`src/hw/gbp_cfg.svh`:
```
/*
  Register map, field positions, reset values and timing constants of the graphic bus port.
  Assumes inclusion by its bare name from the design modules and the bench.
*/
`ifndef GBP_CFG_SVH
`define GBP_CFG_SVH

// ---------------------------------------------
// Register offsets (byte addresses)
// ---------------------------------------------
`define GBP_CTRL_OFFS 8'h00
`define GBP_DATA_OFFS 8'h04
`define GBP_ADDR_W 8

// ---------------------------------------------
// Control register fields
// ---------------------------------------------
`define GBP_CTRL_RESET 8'h00
`define GBP_TIM_HI 7
`define GBP_TIM_LO 4
`define GBP_EN_BIT 3
`define GBP_BSY_BIT 2
`define GBP_SEQ_BIT 1
`define GBP_DTA_BIT 0

// ---------------------------------------------
// Timing
// ---------------------------------------------
`define GBP_IO_DIV 4
`define GBP_RECOVERY_CYC 1

`endif

```
`src/hw/gbp_pkg.sv`:
```
/*
  Types shared by the graphic bus port modules.
  Assumes the constants header gbp_cfg.svh is on the include path.
*/
package gbp_pkg;
  typedef enum logic [2:0] {
    GBP_IDLE,
    GBP_WR_LOW,
    GBP_RD_LOW,
    GBP_RD_HOLD,
    GBP_RECOVER
  } gbp_phase_type;

  typedef enum logic [0:0] {
    GBP_DIR_WRITE,
    GBP_DIR_READ
  } gbp_dir_type;
endpackage

```
`src/hw/gbp_io_tick.sv`:
```
/*
  I/O clock tick generator: one-cycle pulse every DIV system clocks.
  Assumes clk at 125 MHz and an active high synchronous reset.
*/
`timescale 1ns/1ps
`include "gbp_cfg.svh"

module gbp_io_tick #(
  parameter int DIV = `GBP_IO_DIV
) (
  input wire logic clk,
  input wire logic sys_rst,
  input wire logic ce,
  input wire logic run,
  output logic tick
);
  typedef struct packed {
    logic [15:0] cnt;
    logic tick;
  } gbp_tick_state_type;

  gbp_tick_state_type st_reg;
  gbp_tick_state_type st_next;

  always_comb begin
    st_next = st_reg;
    st_next.tick = 1'b0;
    if (!run) begin
      // Restart one step past the wrap so the first tick lands DIV clocks after a restart
      st_next.cnt = (DIV > 1) ? 16'h0001 : 16'h0000;
    end else if (st_reg.cnt == 16'(DIV - 1)) begin
      st_next.cnt = 16'h0000;
      st_next.tick = 1'b1;
    end else begin
      st_next.cnt = st_reg.cnt + 16'h0001;
    end
  end

  always_ff @(posedge clk) begin
    if (sys_rst) begin
      st_reg <= '0;
    end else if (ce) begin
      st_reg <= st_next;
    end
  end

  assign tick = st_reg.tick & ce;
endmodule

```
`src/hw/gbp_pin_sync.sv`:
```
/*
  Two-flop synchroniser for a group of pin inputs.
  Assumes the pins are asynchronous to clk.
*/
`timescale 1ns/1ps

module gbp_pin_sync #(
  parameter int W = 8
) (
  input wire logic clk,
  input wire logic sys_rst,
  input wire logic ce,
  input wire logic [W-1:0] pin_in,
  output logic [W-1:0] pin_sync
);
  typedef struct packed {
    logic [W-1:0] meta;
    logic [W-1:0] sync;
  } gbp_sync_state_type;

  gbp_sync_state_type st_reg;
  gbp_sync_state_type st_next;

  always_comb begin
    st_next.meta = pin_in;
    st_next.sync = st_reg.meta;
  end

  always_ff @(posedge clk) begin
    if (sys_rst) begin
      st_reg <= '0;
    end else if (ce) begin
      st_reg <= st_next;
    end
  end

  assign pin_sync = st_reg.sync;
endmodule

```
`src/hw/gbp_graphic_port.sv`:
```
/*
  Graphic bus port: 8-bit parallel master towards an external display driver,
  control and data registers on AXI4-Lite, strobe timing from the I/O clock.
  Assumes a DMA controller that drives dma_done_interrupt and watches
  channel_dma_acknowledge; address lines come from a general-purpose port elsewhere.
*/
// The AXI4-Lite slave port was chosen for this implementation.
// How it works
// - Data write drives low and high nibble latches
// - Data read returns pins captured by last read cycle
// - Every data access pulses DMA acknowledge
// - Control 8 bits: timing, enable, flags
// - Timing period is 2^(n+1) I/O clocks
// - Enable bit gates the start of each strobe cycle
// - Busy set when access starts cycle, cleared at end
// - Sequence flag set by access, done clears
// - Transfer flag write-one set, done clears
// - Strobes stay high one I/O clock
// - One CPU write makes one bus cycle
// - Read after completion starts next read
// - Latches update even when port disabled
// - Final DMA pulse clears transfer flag
`timescale 1ns/1ps
`include "gbp_cfg.svh"

module gbp_graphic_port (
  input wire logic clk,
  input wire logic sys_rst,
  input wire logic ce,
  input wire logic [`GBP_ADDR_W-1:0] s_axi_awaddr,
  input wire logic s_axi_awvalid,
  output logic s_axi_awready,
  input wire logic [31:0] s_axi_wdata,
  input wire logic [3:0] s_axi_wstrb,
  input wire logic s_axi_wvalid,
  output logic s_axi_wready,
  output logic [1:0] s_axi_bresp,
  output logic s_axi_bvalid,
  input wire logic s_axi_bready,
  input wire logic [`GBP_ADDR_W-1:0] s_axi_araddr,
  input wire logic s_axi_arvalid,
  output logic s_axi_arready,
  output logic [31:0] s_axi_rdata,
  output logic [1:0] s_axi_rresp,
  output logic s_axi_rvalid,
  input wire logic s_axi_rready,
  input wire logic dma_done_interrupt,
  output logic channel_dma_acknowledge,
  input wire logic [7:0] ext_data_in,
  output logic [3:0] low_nibble_port_latch,
  output logic [3:0] high_nibble_port_latch,
  output logic [7:0] ext_data_oe,
  output logic write_strobe_n,
  output logic read_strobe_n
);
  // ---------------------------------------------
  // State
  // ---------------------------------------------
  typedef struct packed {
    logic [3:0] tim;
    logic en;
    logic cycle_busy_flag;
    logic seq;
    logic dma_transfer_active_flag;
    logic [7:0] latch;
    logic [7:0] rd_capt;
    gbp_pkg::gbp_phase_type phase;
    logic [16:0] cnt;
    logic aw_got;
    logic w_got;
    logic [`GBP_ADDR_W-1:0] aw_addr;
    logic [31:0] w_data;
    logic [3:0] w_strb;
    logic bvalid;
    logic [1:0] bresp;
    logic rvalid;
    logic [1:0] rresp;
    logic [31:0] rdata;
    logic dma_acknowledge;
    logic drive;
    gbp_pkg::gbp_dir_type dir;
  } gbp_state_type;

  gbp_state_type st_reg;
  gbp_state_type st_next;

  logic io_tick;
  logic [7:0] pins_sync;
  logic wr_fire;
  logic rd_fire;
  logic data_wr;
  logic data_rd;
  logic cyc_start;

  function automatic logic hits(input logic [`GBP_ADDR_W-1:0] a, input logic [`GBP_ADDR_W-1:0] offs);
    hits = (a[`GBP_ADDR_W-1:2] == offs[`GBP_ADDR_W-1:2]);
  endfunction

  // Period in I/O ticks: 2^(n+1)
  function automatic logic [16:0] period_ticks(input logic [3:0] n);
    period_ticks = 17'h00001 << ({1'b0, n} + 5'h01);
  endfunction

  gbp_io_tick #(
    .DIV(`GBP_IO_DIV)
  ) u_tick (
    .clk(clk),
    .sys_rst(sys_rst),
    .ce(ce),
    // Divider restarts with each cycle, so strobe widths are whole I/O periods
    .run(st_reg.tim != 4'h0 && !cyc_start),
    .tick(io_tick)
  );

  gbp_pin_sync #(
    .W(8)
  ) u_sync (
    .clk(clk),
    .sys_rst(sys_rst),
    .ce(ce),
    .pin_in(ext_data_in),
    .pin_sync(pins_sync)
  );

  // ---------------------------------------------
  // AXI handshake decode
  // ---------------------------------------------
  assign s_axi_awready = ce & ~st_reg.aw_got & ~st_reg.bvalid;
  assign s_axi_wready = ce & ~st_reg.w_got & ~st_reg.bvalid;
  assign s_axi_arready = ce & ~st_reg.rvalid;
  assign wr_fire = st_reg.aw_got & st_reg.w_got & ~st_reg.bvalid;
  assign rd_fire = s_axi_arvalid & s_axi_arready;
  assign data_wr = wr_fire & hits(st_reg.aw_addr, `GBP_DATA_OFFS) & st_reg.w_strb[0];
  assign data_rd = rd_fire & hits(s_axi_araddr, `GBP_DATA_OFFS);
  assign cyc_start = st_reg.en & (st_reg.tim != 4'h0) & (data_wr | data_rd);

  always_comb begin
    st_next = st_reg;
    st_next.dma_acknowledge = 1'b0;
    if (s_axi_awvalid && s_axi_awready) begin
      st_next.aw_got = 1'b1;
      st_next.aw_addr = s_axi_awaddr;
    end
    if (s_axi_wvalid && s_axi_wready) begin
      st_next.w_got = 1'b1;
      st_next.w_data = s_axi_wdata;
      st_next.w_strb = s_axi_wstrb;
    end
    if (st_reg.bvalid && s_axi_bready) begin
      st_next.bvalid = 1'b0;
    end
    if (st_reg.rvalid && s_axi_rready) begin
      st_next.rvalid = 1'b0;
    end

    // ---------------------------------------------
    // Strobe sequencer
    // ---------------------------------------------
    if (st_reg.tim == 4'h0) begin
      // Port logic stopped: strobes released, cycle abandoned
      st_next.phase = gbp_pkg::GBP_IDLE;
      st_next.drive = 1'b0;
    end else if (io_tick) begin
      case (st_reg.phase)
        gbp_pkg::GBP_IDLE: begin
        end
        gbp_pkg::GBP_WR_LOW, gbp_pkg::GBP_RD_LOW: begin
          if (st_reg.cnt <= 17'h00001) begin
            if (st_reg.phase == gbp_pkg::GBP_RD_LOW) begin
              st_next.rd_capt = pins_sync;
              // Read strobe held until the next data access
              st_next.phase = gbp_pkg::GBP_RD_HOLD;
              st_next.cycle_busy_flag = 1'b0;
            end else begin
              st_next.phase = gbp_pkg::GBP_RECOVER;
              st_next.cnt = 17'(`GBP_RECOVERY_CYC);
            end
          end else begin
            st_next.cnt = st_reg.cnt - 17'h00001;
          end
        end
        gbp_pkg::GBP_RECOVER: begin
          if (st_reg.cnt > 17'h00001) begin
            st_next.cnt = st_reg.cnt - 17'h00001;
          end else if (st_reg.dir == gbp_pkg::GBP_DIR_READ) begin
            st_next.phase = gbp_pkg::GBP_RD_LOW;
            st_next.cnt = period_ticks(st_reg.tim);
          end else begin
            st_next.drive = 1'b0;
            st_next.phase = gbp_pkg::GBP_IDLE;
            st_next.cycle_busy_flag = 1'b0;
          end
        end
        gbp_pkg::GBP_RD_HOLD: begin
        end
        default: begin
          st_next.phase = gbp_pkg::GBP_IDLE;
        end
      endcase
    end

    // ---------------------------------------------
    // Register writes
    // ---------------------------------------------
    if (wr_fire) begin
      st_next.aw_got = 1'b0;
      st_next.w_got = 1'b0;
      st_next.bvalid = 1'b1;
      st_next.bresp = 2'h0;
      if (hits(st_reg.aw_addr, `GBP_CTRL_OFFS)) begin
        if (st_reg.w_strb[0]) begin
          st_next.tim = st_reg.w_data[`GBP_TIM_HI:`GBP_TIM_LO];
          st_next.en = st_reg.w_data[`GBP_EN_BIT];
          if (st_reg.w_data[`GBP_DTA_BIT]) begin
            st_next.dma_transfer_active_flag = 1'b1;
          end
        end
      end else if (hits(st_reg.aw_addr, `GBP_DATA_OFFS)) begin
        if (st_reg.w_strb[0]) begin
          // Latches follow even with the port stopped
          st_next.latch = st_reg.w_data[7:0];
          st_next.dma_acknowledge = 1'b1;
          st_next.seq = 1'b1;
          if (st_reg.en && st_reg.tim != 4'h0) begin
            st_next.cycle_busy_flag = 1'b1;
            st_next.drive = 1'b1;
            st_next.phase = gbp_pkg::GBP_WR_LOW;
            st_next.dir = gbp_pkg::GBP_DIR_WRITE;
            st_next.cnt = period_ticks(st_reg.tim);
          end
        end
      end else begin
        st_next.bresp = 2'h2;
      end
    end

    // ---------------------------------------------
    // Register reads
    // ---------------------------------------------
    if (rd_fire) begin
      st_next.rvalid = 1'b1;
      st_next.rresp = 2'h0;
      st_next.rdata = 32'h00000000;
      if (hits(s_axi_araddr, `GBP_CTRL_OFFS)) begin
        st_next.rdata[7:0] = {st_reg.tim, st_reg.en, st_reg.cycle_busy_flag, st_reg.seq, st_reg.dma_transfer_active_flag};
      end else if (data_rd) begin
        st_next.rdata[7:0] = st_reg.rd_capt;
        st_next.dma_acknowledge = 1'b1;
        st_next.seq = 1'b1;
        // Each data read launches the next read cycle when enabled
        if (st_reg.en && st_reg.tim != 4'h0) begin
          st_next.cycle_busy_flag = 1'b1;
          st_next.drive = 1'b0;
          st_next.dir = gbp_pkg::GBP_DIR_READ;
          st_next.phase = gbp_pkg::GBP_RD_LOW;
          st_next.cnt = period_ticks(st_reg.tim);
          if (!read_strobe_n) begin
            // Strobe still low from the last read: one high tick before it falls again
            st_next.phase = gbp_pkg::GBP_RECOVER;
            st_next.cnt = 17'(`GBP_RECOVERY_CYC);
          end
        end else begin
          st_next.phase = gbp_pkg::GBP_IDLE;
        end
      end else begin
        st_next.rresp = 2'h2;
      end
    end

    // Done pulse wins over a same-cycle access: it marks sequence end
    if (dma_done_interrupt) begin
      st_next.seq = 1'b0;
      st_next.dma_transfer_active_flag = 1'b0;
    end
  end

  always_ff @(posedge clk) begin
    if (sys_rst) begin
      st_reg <= '0;
    end else if (ce) begin
      st_reg <= st_next;
    end
  end

  // ---------------------------------------------
  // Outputs
  // ---------------------------------------------
  assign low_nibble_port_latch = st_reg.latch[3:0];
  assign high_nibble_port_latch = st_reg.latch[7:4];
  assign ext_data_oe = {8{st_reg.drive}};
  assign write_strobe_n = (st_reg.phase != gbp_pkg::GBP_WR_LOW);
  assign read_strobe_n = !(st_reg.phase == gbp_pkg::GBP_RD_LOW || st_reg.phase == gbp_pkg::GBP_RD_HOLD);
  assign channel_dma_acknowledge = st_reg.dma_acknowledge;
  assign s_axi_bvalid = st_reg.bvalid;
  assign s_axi_bresp = st_reg.bresp;
  assign s_axi_rvalid = st_reg.rvalid;
  assign s_axi_rresp = st_reg.rresp;
  assign s_axi_rdata = st_reg.rdata;

  // ---------------------------------------------
  // Checks
  // ---------------------------------------------
  a_ctrl_reset_zero: assert property (@(posedge clk) $fell(sys_rst) |-> st_reg.tim == 4'h0 && !st_reg.dma_transfer_active_flag)
    else $error("control not zero after reset");
  a_wr_latch_update: assert property (@(posedge clk) disable iff (sys_rst) ce && data_wr |=> st_reg.latch == $past(st_reg.w_data[7:0]))
    else $error("latch not updated by data write");
  a_dma_acknowledge_on_access: assert property (@(posedge clk) disable iff (sys_rst) ce && (data_wr || data_rd) |=> channel_dma_acknowledge)
    else $error("missing acknowledge");
  a_no_strobe_disabled: assert property (@(posedge clk) disable iff (sys_rst) !st_reg.en && st_reg.phase == gbp_pkg::GBP_IDLE |=> write_strobe_n)
    else $error("strobe while disabled");
  a_busy_on_write: assert property (@(posedge clk) disable iff (sys_rst) ce && data_wr && st_reg.en && st_reg.tim != 4'h0 |=> st_reg.cycle_busy_flag && !write_strobe_n)
    else $error("busy or strobe not raised by write");
  a_done_clears_seq: assert property (@(posedge clk) disable iff (sys_rst) ce && dma_done_interrupt |=> !st_reg.seq && !st_reg.dma_transfer_active_flag)
    else $error("done did not clear flags");
  a_dta_set_one: assert property (@(posedge clk) disable iff (sys_rst) ce && !dma_done_interrupt && wr_fire && hits(st_reg.aw_addr, `GBP_CTRL_OFFS) && st_reg.w_strb[0] && st_reg.w_data[`GBP_DTA_BIT] |=> st_reg.dma_transfer_active_flag)
    else $error("transfer flag not set");
  a_strobe_recovery: assert property (@(posedge clk) disable iff (sys_rst)
    $rose(write_strobe_n) |-> (write_strobe_n && read_strobe_n) [*4])
    else $error("strobes overlap");
  a_read_gap: assert property (@(posedge clk) disable iff (sys_rst) $rose(read_strobe_n) |-> read_strobe_n [*4])
    else $error("read strobe high too short");
  a_period_load: assert property (@(posedge clk) disable iff (sys_rst)
    ce && data_wr && cyc_start |=> st_reg.cnt == (17'h00001 << ($past(st_reg.tim) + 1)))
    else $error("strobe period not loaded");
  a_tim_zero_stops: assert property (@(posedge clk) disable iff (sys_rst) ce && st_reg.tim == 4'h0 && !data_rd && !data_wr |=> write_strobe_n && read_strobe_n)
    else $error("strobe with zero timing");
  a_latch_when_off: assert property (@(posedge clk) disable iff (sys_rst) ce && data_wr && st_reg.tim == 4'h0 |=> st_reg.latch == $past(st_reg.w_data[7:0]) && !st_reg.cycle_busy_flag)
    else $error("latch not updated while off");
endmodule

```
`config.mk`:
```
export PLATFORM = sky130hd
export DESIGN_NAME = gbp_graphic_port
export DESIGN_NICKNAME = d
export VERILOG_FILES = /design/src/hw/gbp_pkg.sv /design/src/hw/gbp_io_tick.sv /design/src/hw/gbp_pin_sync.sv /design/src/hw/gbp_graphic_port.sv
export VERILOG_INCLUDE_DIRS = /design/src /design/src/hw
export SDC_FILE = /design/constraint.sdc
export NUM_CORES = 1
export LEC_CHECK = 0
export BUFFER_PORTS_ARGS = -buffer_cell sky130_fd_sc_hd__buf_2
export CORE_MARGIN = 8
export CORE_UTILIZATION = 56
export DETAILED_ROUTE_END_ITERATION = 10
export MAX_ROUTING_LAYER = met4
export PLACE_DENSITY_LB_ADDON = 0.25
export SYNTH_ARGS = -nofsm -noshare
export SYNTH_HDL_FRONTEND = slang
export SYNTH_SLANG_ARGS = --single-unit
```
`constraint.sdc`:
```
create_clock -name clk -period 2.65 [get_ports clk]
set_input_delay 0.3975 -clock clk [delete_from_list [all_inputs] [get_ports clk]]
set_output_delay 0.3975 -clock clk [all_outputs]
set_load 0.1 [all_outputs]
```
# Yosys cells after proc, flatten, opt, wreduce, memory -nomap -nowiden
# Index checks and enable logic that the tools add are counted.
# W data, S select, Z words.
# op_classes
n_addsub	3
eq_ne	10
shift	1
mux	79
magnitude_cmp	2
bitwise_logic	21
n_reduce_logical	36
# ops
operator	n
$mux W20	9
$mux W17	6
$mux W11	6
$mux W8	5
$mux W38	1
$pmux W17 S2	1
$mux W16	2
$mux W3	10
$mux W2	14
$mux W1	22
$mux W22	1
$gt A17 B1 Y1 const B	1
$le A17 B1 Y1 const B	1
$shl A1 B5 Y17 const A	1
$sub A17 B1 Y17 const B	1
$add A16 B1 Y16 const B	1
$eq A16 B2 Y1 const B	1
$reduce_and A2 Y1	8
$reduce_bool A2 Y1	8
$and A1 B1 Y1	14
$eq A6 B1 Y1 const B	2
$logic_not A6 Y1	2
$reduce_and A5 Y1	2
$pmux W3 S3	1
18 further kinds	32
# totals
in_bits	69
register_bits	113

# Longest topological paths before layout
# depth
ltp_word	18
ltp_mapped	10
mapped_depth_nobuf	8

# By module
# From an unflattened synthesis, not the netlist that was laid out.
# unflattened
hier_cells	784
hier_area_um2	6256.0
# by_module_without_submodules
module	cells_per_inst	instances	area_per_inst_um2
gbp_graphic_port	624	1	4778.3
gbp_io_tick	108	1	897.1
gbp_pin_sync	52	1	580.6

# Worst setup path after synthesis
# OpenSTA, ideal clock, no wires.
# synth_path
path_type	register to register
start	register st_reg (netlist bit s_axi_rvalid)
end	register st_reg[87] in the netlist's numbering
path_stages_with_launch	6
setup_slack_ps	-725
setup_ps	86
arrival_ps	3289
required_ps	2564
synth_period_minus_slack_ps	3375
path_cell_list	dfxtp_1 > nor2b_1 > nand2_1 > nor4_2 > a2111oi_0 > a211oi_1
# synth_between
elab_chain_cells	7
# synth_rtl
element	line_no	source
start, declared	gbp_graphic_port.sv:84	gbp_state_type st_reg;
start signal, assigned	gbp_graphic_port.sv:281	st_reg <= st_next;
$not A1 Y1 *	gbp_graphic_port.sv:130	assign s_axi_arready = ce & ~st_reg.rvalid;
$and A1 B1 Y1 *	gbp_graphic_port.sv:130	
net s_axi_arready	gbp_graphic_port.sv:42	output logic s_axi_arready,
$and A1 B1 Y1 *	gbp_graphic_port.sv:132	assign rd_fire = s_axi_arvalid & s_axi_arready;
$and A1 B1 Y1	gbp_graphic_port.sv:134	assign data_rd = rd_fire & hits(s_axi_araddr, `GBP_DATA_OFFS);
$mux W20	gbp_graphic_port.sv:246	end else if (data_rd) begin
$mux W20	gbp_graphic_port.sv:244	if (hits(s_axi_araddr, `GBP_CTRL_OFFS)) begin
$mux W20 *	gbp_graphic_port.sv:240	if (rd_fire) begin
# The timed path passes the listed nets; every way through them passes the cells marked *.
# A chain may end at the register's enable or synchronous reset.

# Worst setup path after layout
# layout_path
start	register st_reg[91] in the netlist's numbering
end	register st_reg[98] in the netlist's numbering
# layout_between
elab_chain_cells	14
# layout_rtl
element	line_no	source
$sub A17 B1 Y17, or another cell as far along	gbp_graphic_port.sv:179, gbp_graphic_port.sv:184	
$mux W17, on equally long branches	gbp_graphic_port.sv:183, gbp_graphic_port.sv:168	
$pmux W17 S2 *	gbp_graphic_port.sv:164	case (st_reg.phase)
$mux W20 *	gbp_graphic_port.sv:163	end else if (io_tick) begin
$mux W17 *	gbp_graphic_port.sv:159	if (st_reg.tim == 4'h0) begin
$mux W20	gbp_graphic_port.sv:224	if (st_reg.en && st_reg.tim != 4'h0) begin
$mux W20	gbp_graphic_port.sv:219	if (st_reg.w_strb[0]) begin
$mux W20	gbp_graphic_port.sv:218	end else if (hits(st_reg.aw_addr, `GBP_DATA_OFFS)) begin
$mux W20	gbp_graphic_port.sv:210	if (hits(st_reg.aw_addr, `GBP_CTRL_OFFS)) begin
$mux W22 *	gbp_graphic_port.sv:205	if (wr_fire) begin
$mux W17	gbp_graphic_port.sv:251	if (st_reg.en && st_reg.tim != 4'h0) begin
$mux W20	gbp_graphic_port.sv:246	
$mux W20	gbp_graphic_port.sv:244	
$mux W20 *	gbp_graphic_port.sv:240	
# Every way passes the cells marked *; elsewhere a longest branch is shown, timed or not.

==> impl_metrics.toml <==
[worst_hold_path]
holdPathStages = 3
hold_end = "u_sync.st_next[1]"
min_path_type = "in2reg"
hp-start = "ext_data_in[1]"

[cells_and_area]
area_delta_synth_final_pct = 11.5
num_antenna_cells = 0
layout_common_cells = "109 x dfxtp_1, 94 x nand2_1, 92 x nor2_1, 69 x a21oi_1, 68 x buf_2"
drive_above_1_share_pct = 18.5
fillCellCount = 1015
final_common_cell = "dfxtp_1"
nNetsFinal = 932
largest_register_ffs = 54

[job]
max_cap_viol_count = 0

[critical_path]
reg2reg_slack_ps = 170
slowest_stage = "or3_1"
r2r_start = "st_reg[91]"
critPathTopFamily = "simple AND/OR/NAND/NOR gates"
ff2ff_path_depth = 6
crit_chain = "or3_1 > nor3_2 > and3_1 > o21ai_0 > a2111oi_0 > nor3_1"
critPathLaunchType = "register"
cp.required_ps = 2900
reg2reg_to = "st_reg[98]"
critPathKind = "reg2reg"
critPathMaxFanout = 9
arrival_ps = 2720
cp.buffers_inverters = 0
endpoint_kind = "register"
crit_path_max_incr_delay_ps = 500

[cts]
cts_root_buffer = "clkbuf_16"
clk_pin_slew_ps = 90
clock_sink_count = 109
clk_latency_ps = 370
htreeDepth = 3
cts_tree = "done"
cts_made_buffers = 9
ctsHoldBuffers = 0
postCtsSetupRepairBufs = 0
cts_resized = 0
cts.path.max_buffers = 2

[timing]
finalClockSkew_ps = 8.79
slew_violations = 0
max_freq_mhz = 404
rsz0062_at_grt = "false"
setup_slack_ps = 172
setup_tns_ps = 0
setup_viol = 0
tightest_slew_ps = 635
post-route-period-util_pct = 93.5
min_period_ps = 2480
hold_violations = 0
maxSlewHeadroom_pct = 57.4

[die]
io_pins = 129
fp-row-count = 39
die_x_um = 123
dieArea_mm2 = 0.0151
die_y_um = 123
core_mm2 = 0.0113
initial_core_util_pct = 56.7

[placement]
gp_congestion = 0.992
io_buffers = 71
dp_hpwl_mm = 14.1
pre_cts_slack_ps = 218

[synth]
synth.avg_cell_area_um2 = 7.81
synth_edf_count = 0
synth_ff_type = "dfxtp_1"
synthesis.area_mm2 = 0.00640
yosys_warnings = 0
yosysSeqAreaShare_pct = 34.1
async_reset_ff_share_pct = 0
synth_cell_type_count = 82
ys_seq_elements = 109
syn_inst = 819

[routing]
ant_nets = 0
drt_iter0_drc = 760
drt_first_pass_iters = 5
viasPerCell = 6.19
vias = 6241
wirelength_mm = 19.3
wl_per_cell_um = 19.1
drc_errors = 0

[global_routing]
grtUsageTotal_pct = 26.4
grt_pass1_wl_mm = 30.7
antenna_found_initial = 0
grt_max_degree = 47
grt.overflow.total = 0
grt_pass1_vias = 6027

[power_and_ir_drop]
design_power_total_mw = 3.76
vdd_drop_max_uv = 567
power.density_mw_per_mm2 = 527
p_leak_nw = 2.76

[run_status]
outcome = "completed"
-- per-layer routing --
metal | up-vias | global-route usage [%] | wire, um
met1 | 2923 | 31.5 | 7840
met5 | - | - | 0
met2 | 313 | 42.5 | 9290
li1 | 2937 | - | -
met4 | 0 | 10.7 | 624
met3 | 68 | 5.52 | 1510
-- cells in the mapped netlist, types with 4 or more instances --
master	number	area share, %
nor3_1	31	2.4
nor2_1	94	5.5
o21ai_0	19	1.5
nor3b_1	6	0.70
nand2b_1	6	0.59
xor2_1	10	1.4
buf_2	14	1.1
a211oi_1	12	1.4
nand3_1	24	1.9
a32oi_1	5	0.68
nor4_1	15	1.5
o211ai_1	6	0.70
mux2i_1	40	6.3
a31oi_1	6	0.59
dfxtp_1	109	34
buf_1	4	0.23
nor2b_1	7	0.68
xnor2_1	6	0.82
buf_4	53	6.2
nand2_1	94	5.5
clkbuf_1	39	2.3
inv_1	9	0.53
a22oi_1	7	0.82
or4_1	6	0.70
and3_1	8	0.78
o21ai_1	14	1.1
or3_1	9	0.88
and2_1	6	0.59
o31ai_1	5	0.59
a21oi_1	69	5.4
nand4_1	9	0.88
-- cell families (layout without fill, tap and decap cells) --
group | count (synthesis) | after routing | synth area share, %
other | 1 | 26 | 0.0586
adder cells (fa/ha/maj) | 3 | 3 | 0.587
multiplexers | 42 | 42 | 6.61
flip-flops | 109 | 109 | 34.1
buffers and inverters | 121 | 142 | 10.6
AO/OA/AOI/OAI | 182 | 182 | 18.6
AND/OR/NAND/NOR | 345 | 345 | 27.3
XOR/XNOR | 16 | 16 | 2.19
-- final cells by class --
class,instances,area [um^2],area share [%]
clock buffer,9,225,3.16
timing repair buffer,116,763,10.7
sequential,109,2180,30.6
clock inverter,7,98.8,1.39
inverter,10,37.5,0.526
tap,143,179,2.51
multi-input combinational,614,3650,51.1
-- power breakdown --
group / internal [mW] / leakage [nW] / switching (mW) / total [mW]
Sequential: 1.68 / 0.885 / 0.0400 / 1.72
Clock: 0.701 / 0.157 / 0.764 / 1.47
Combinational: 0.149 / 1.71 / 0.426 / 0.575
Total: 2.53 / 2.76 / 1.23 / 3.76
-- worst max-delay path by stage --
stage                     cells after the start            start  slack (ps)           to
after floorplan                               6     s_axi_bvalid          40   st_reg[41]
after global placement                        7  s_axi_araddr[3]         230  st_reg[100]
after detailed placement                      7  s_axi_araddr[3]         220   st_reg[90]
after CTS                                     6       st_reg[91]         230   st_reg[98]
after global routing                          7       st_reg[91]          30   st_reg[87]
final                                         6       st_reg[91]         170   st_reg[98]
-- metrics by stage --
step	instances	area, um^2	hold slack, ps	util [%]
after CTS	1008	7130	262	63.3
after floorplan	844	6510	431	-
final	1008	7130	263	63.3
after global routing	1008	7130	264	63.3
after detailed placement	992	6810	442	60.4
after global placement	992	6810	442	60.4
-- worst min-delay path: cells and delay by family --
family | cells | cell delay (ps)
buffers and inverters | 1 | 70
AND/OR/NAND/NOR | 1 | 70
multiplexers | 1 | 50
Note: power is estimated with default switching activity, not from simulation.
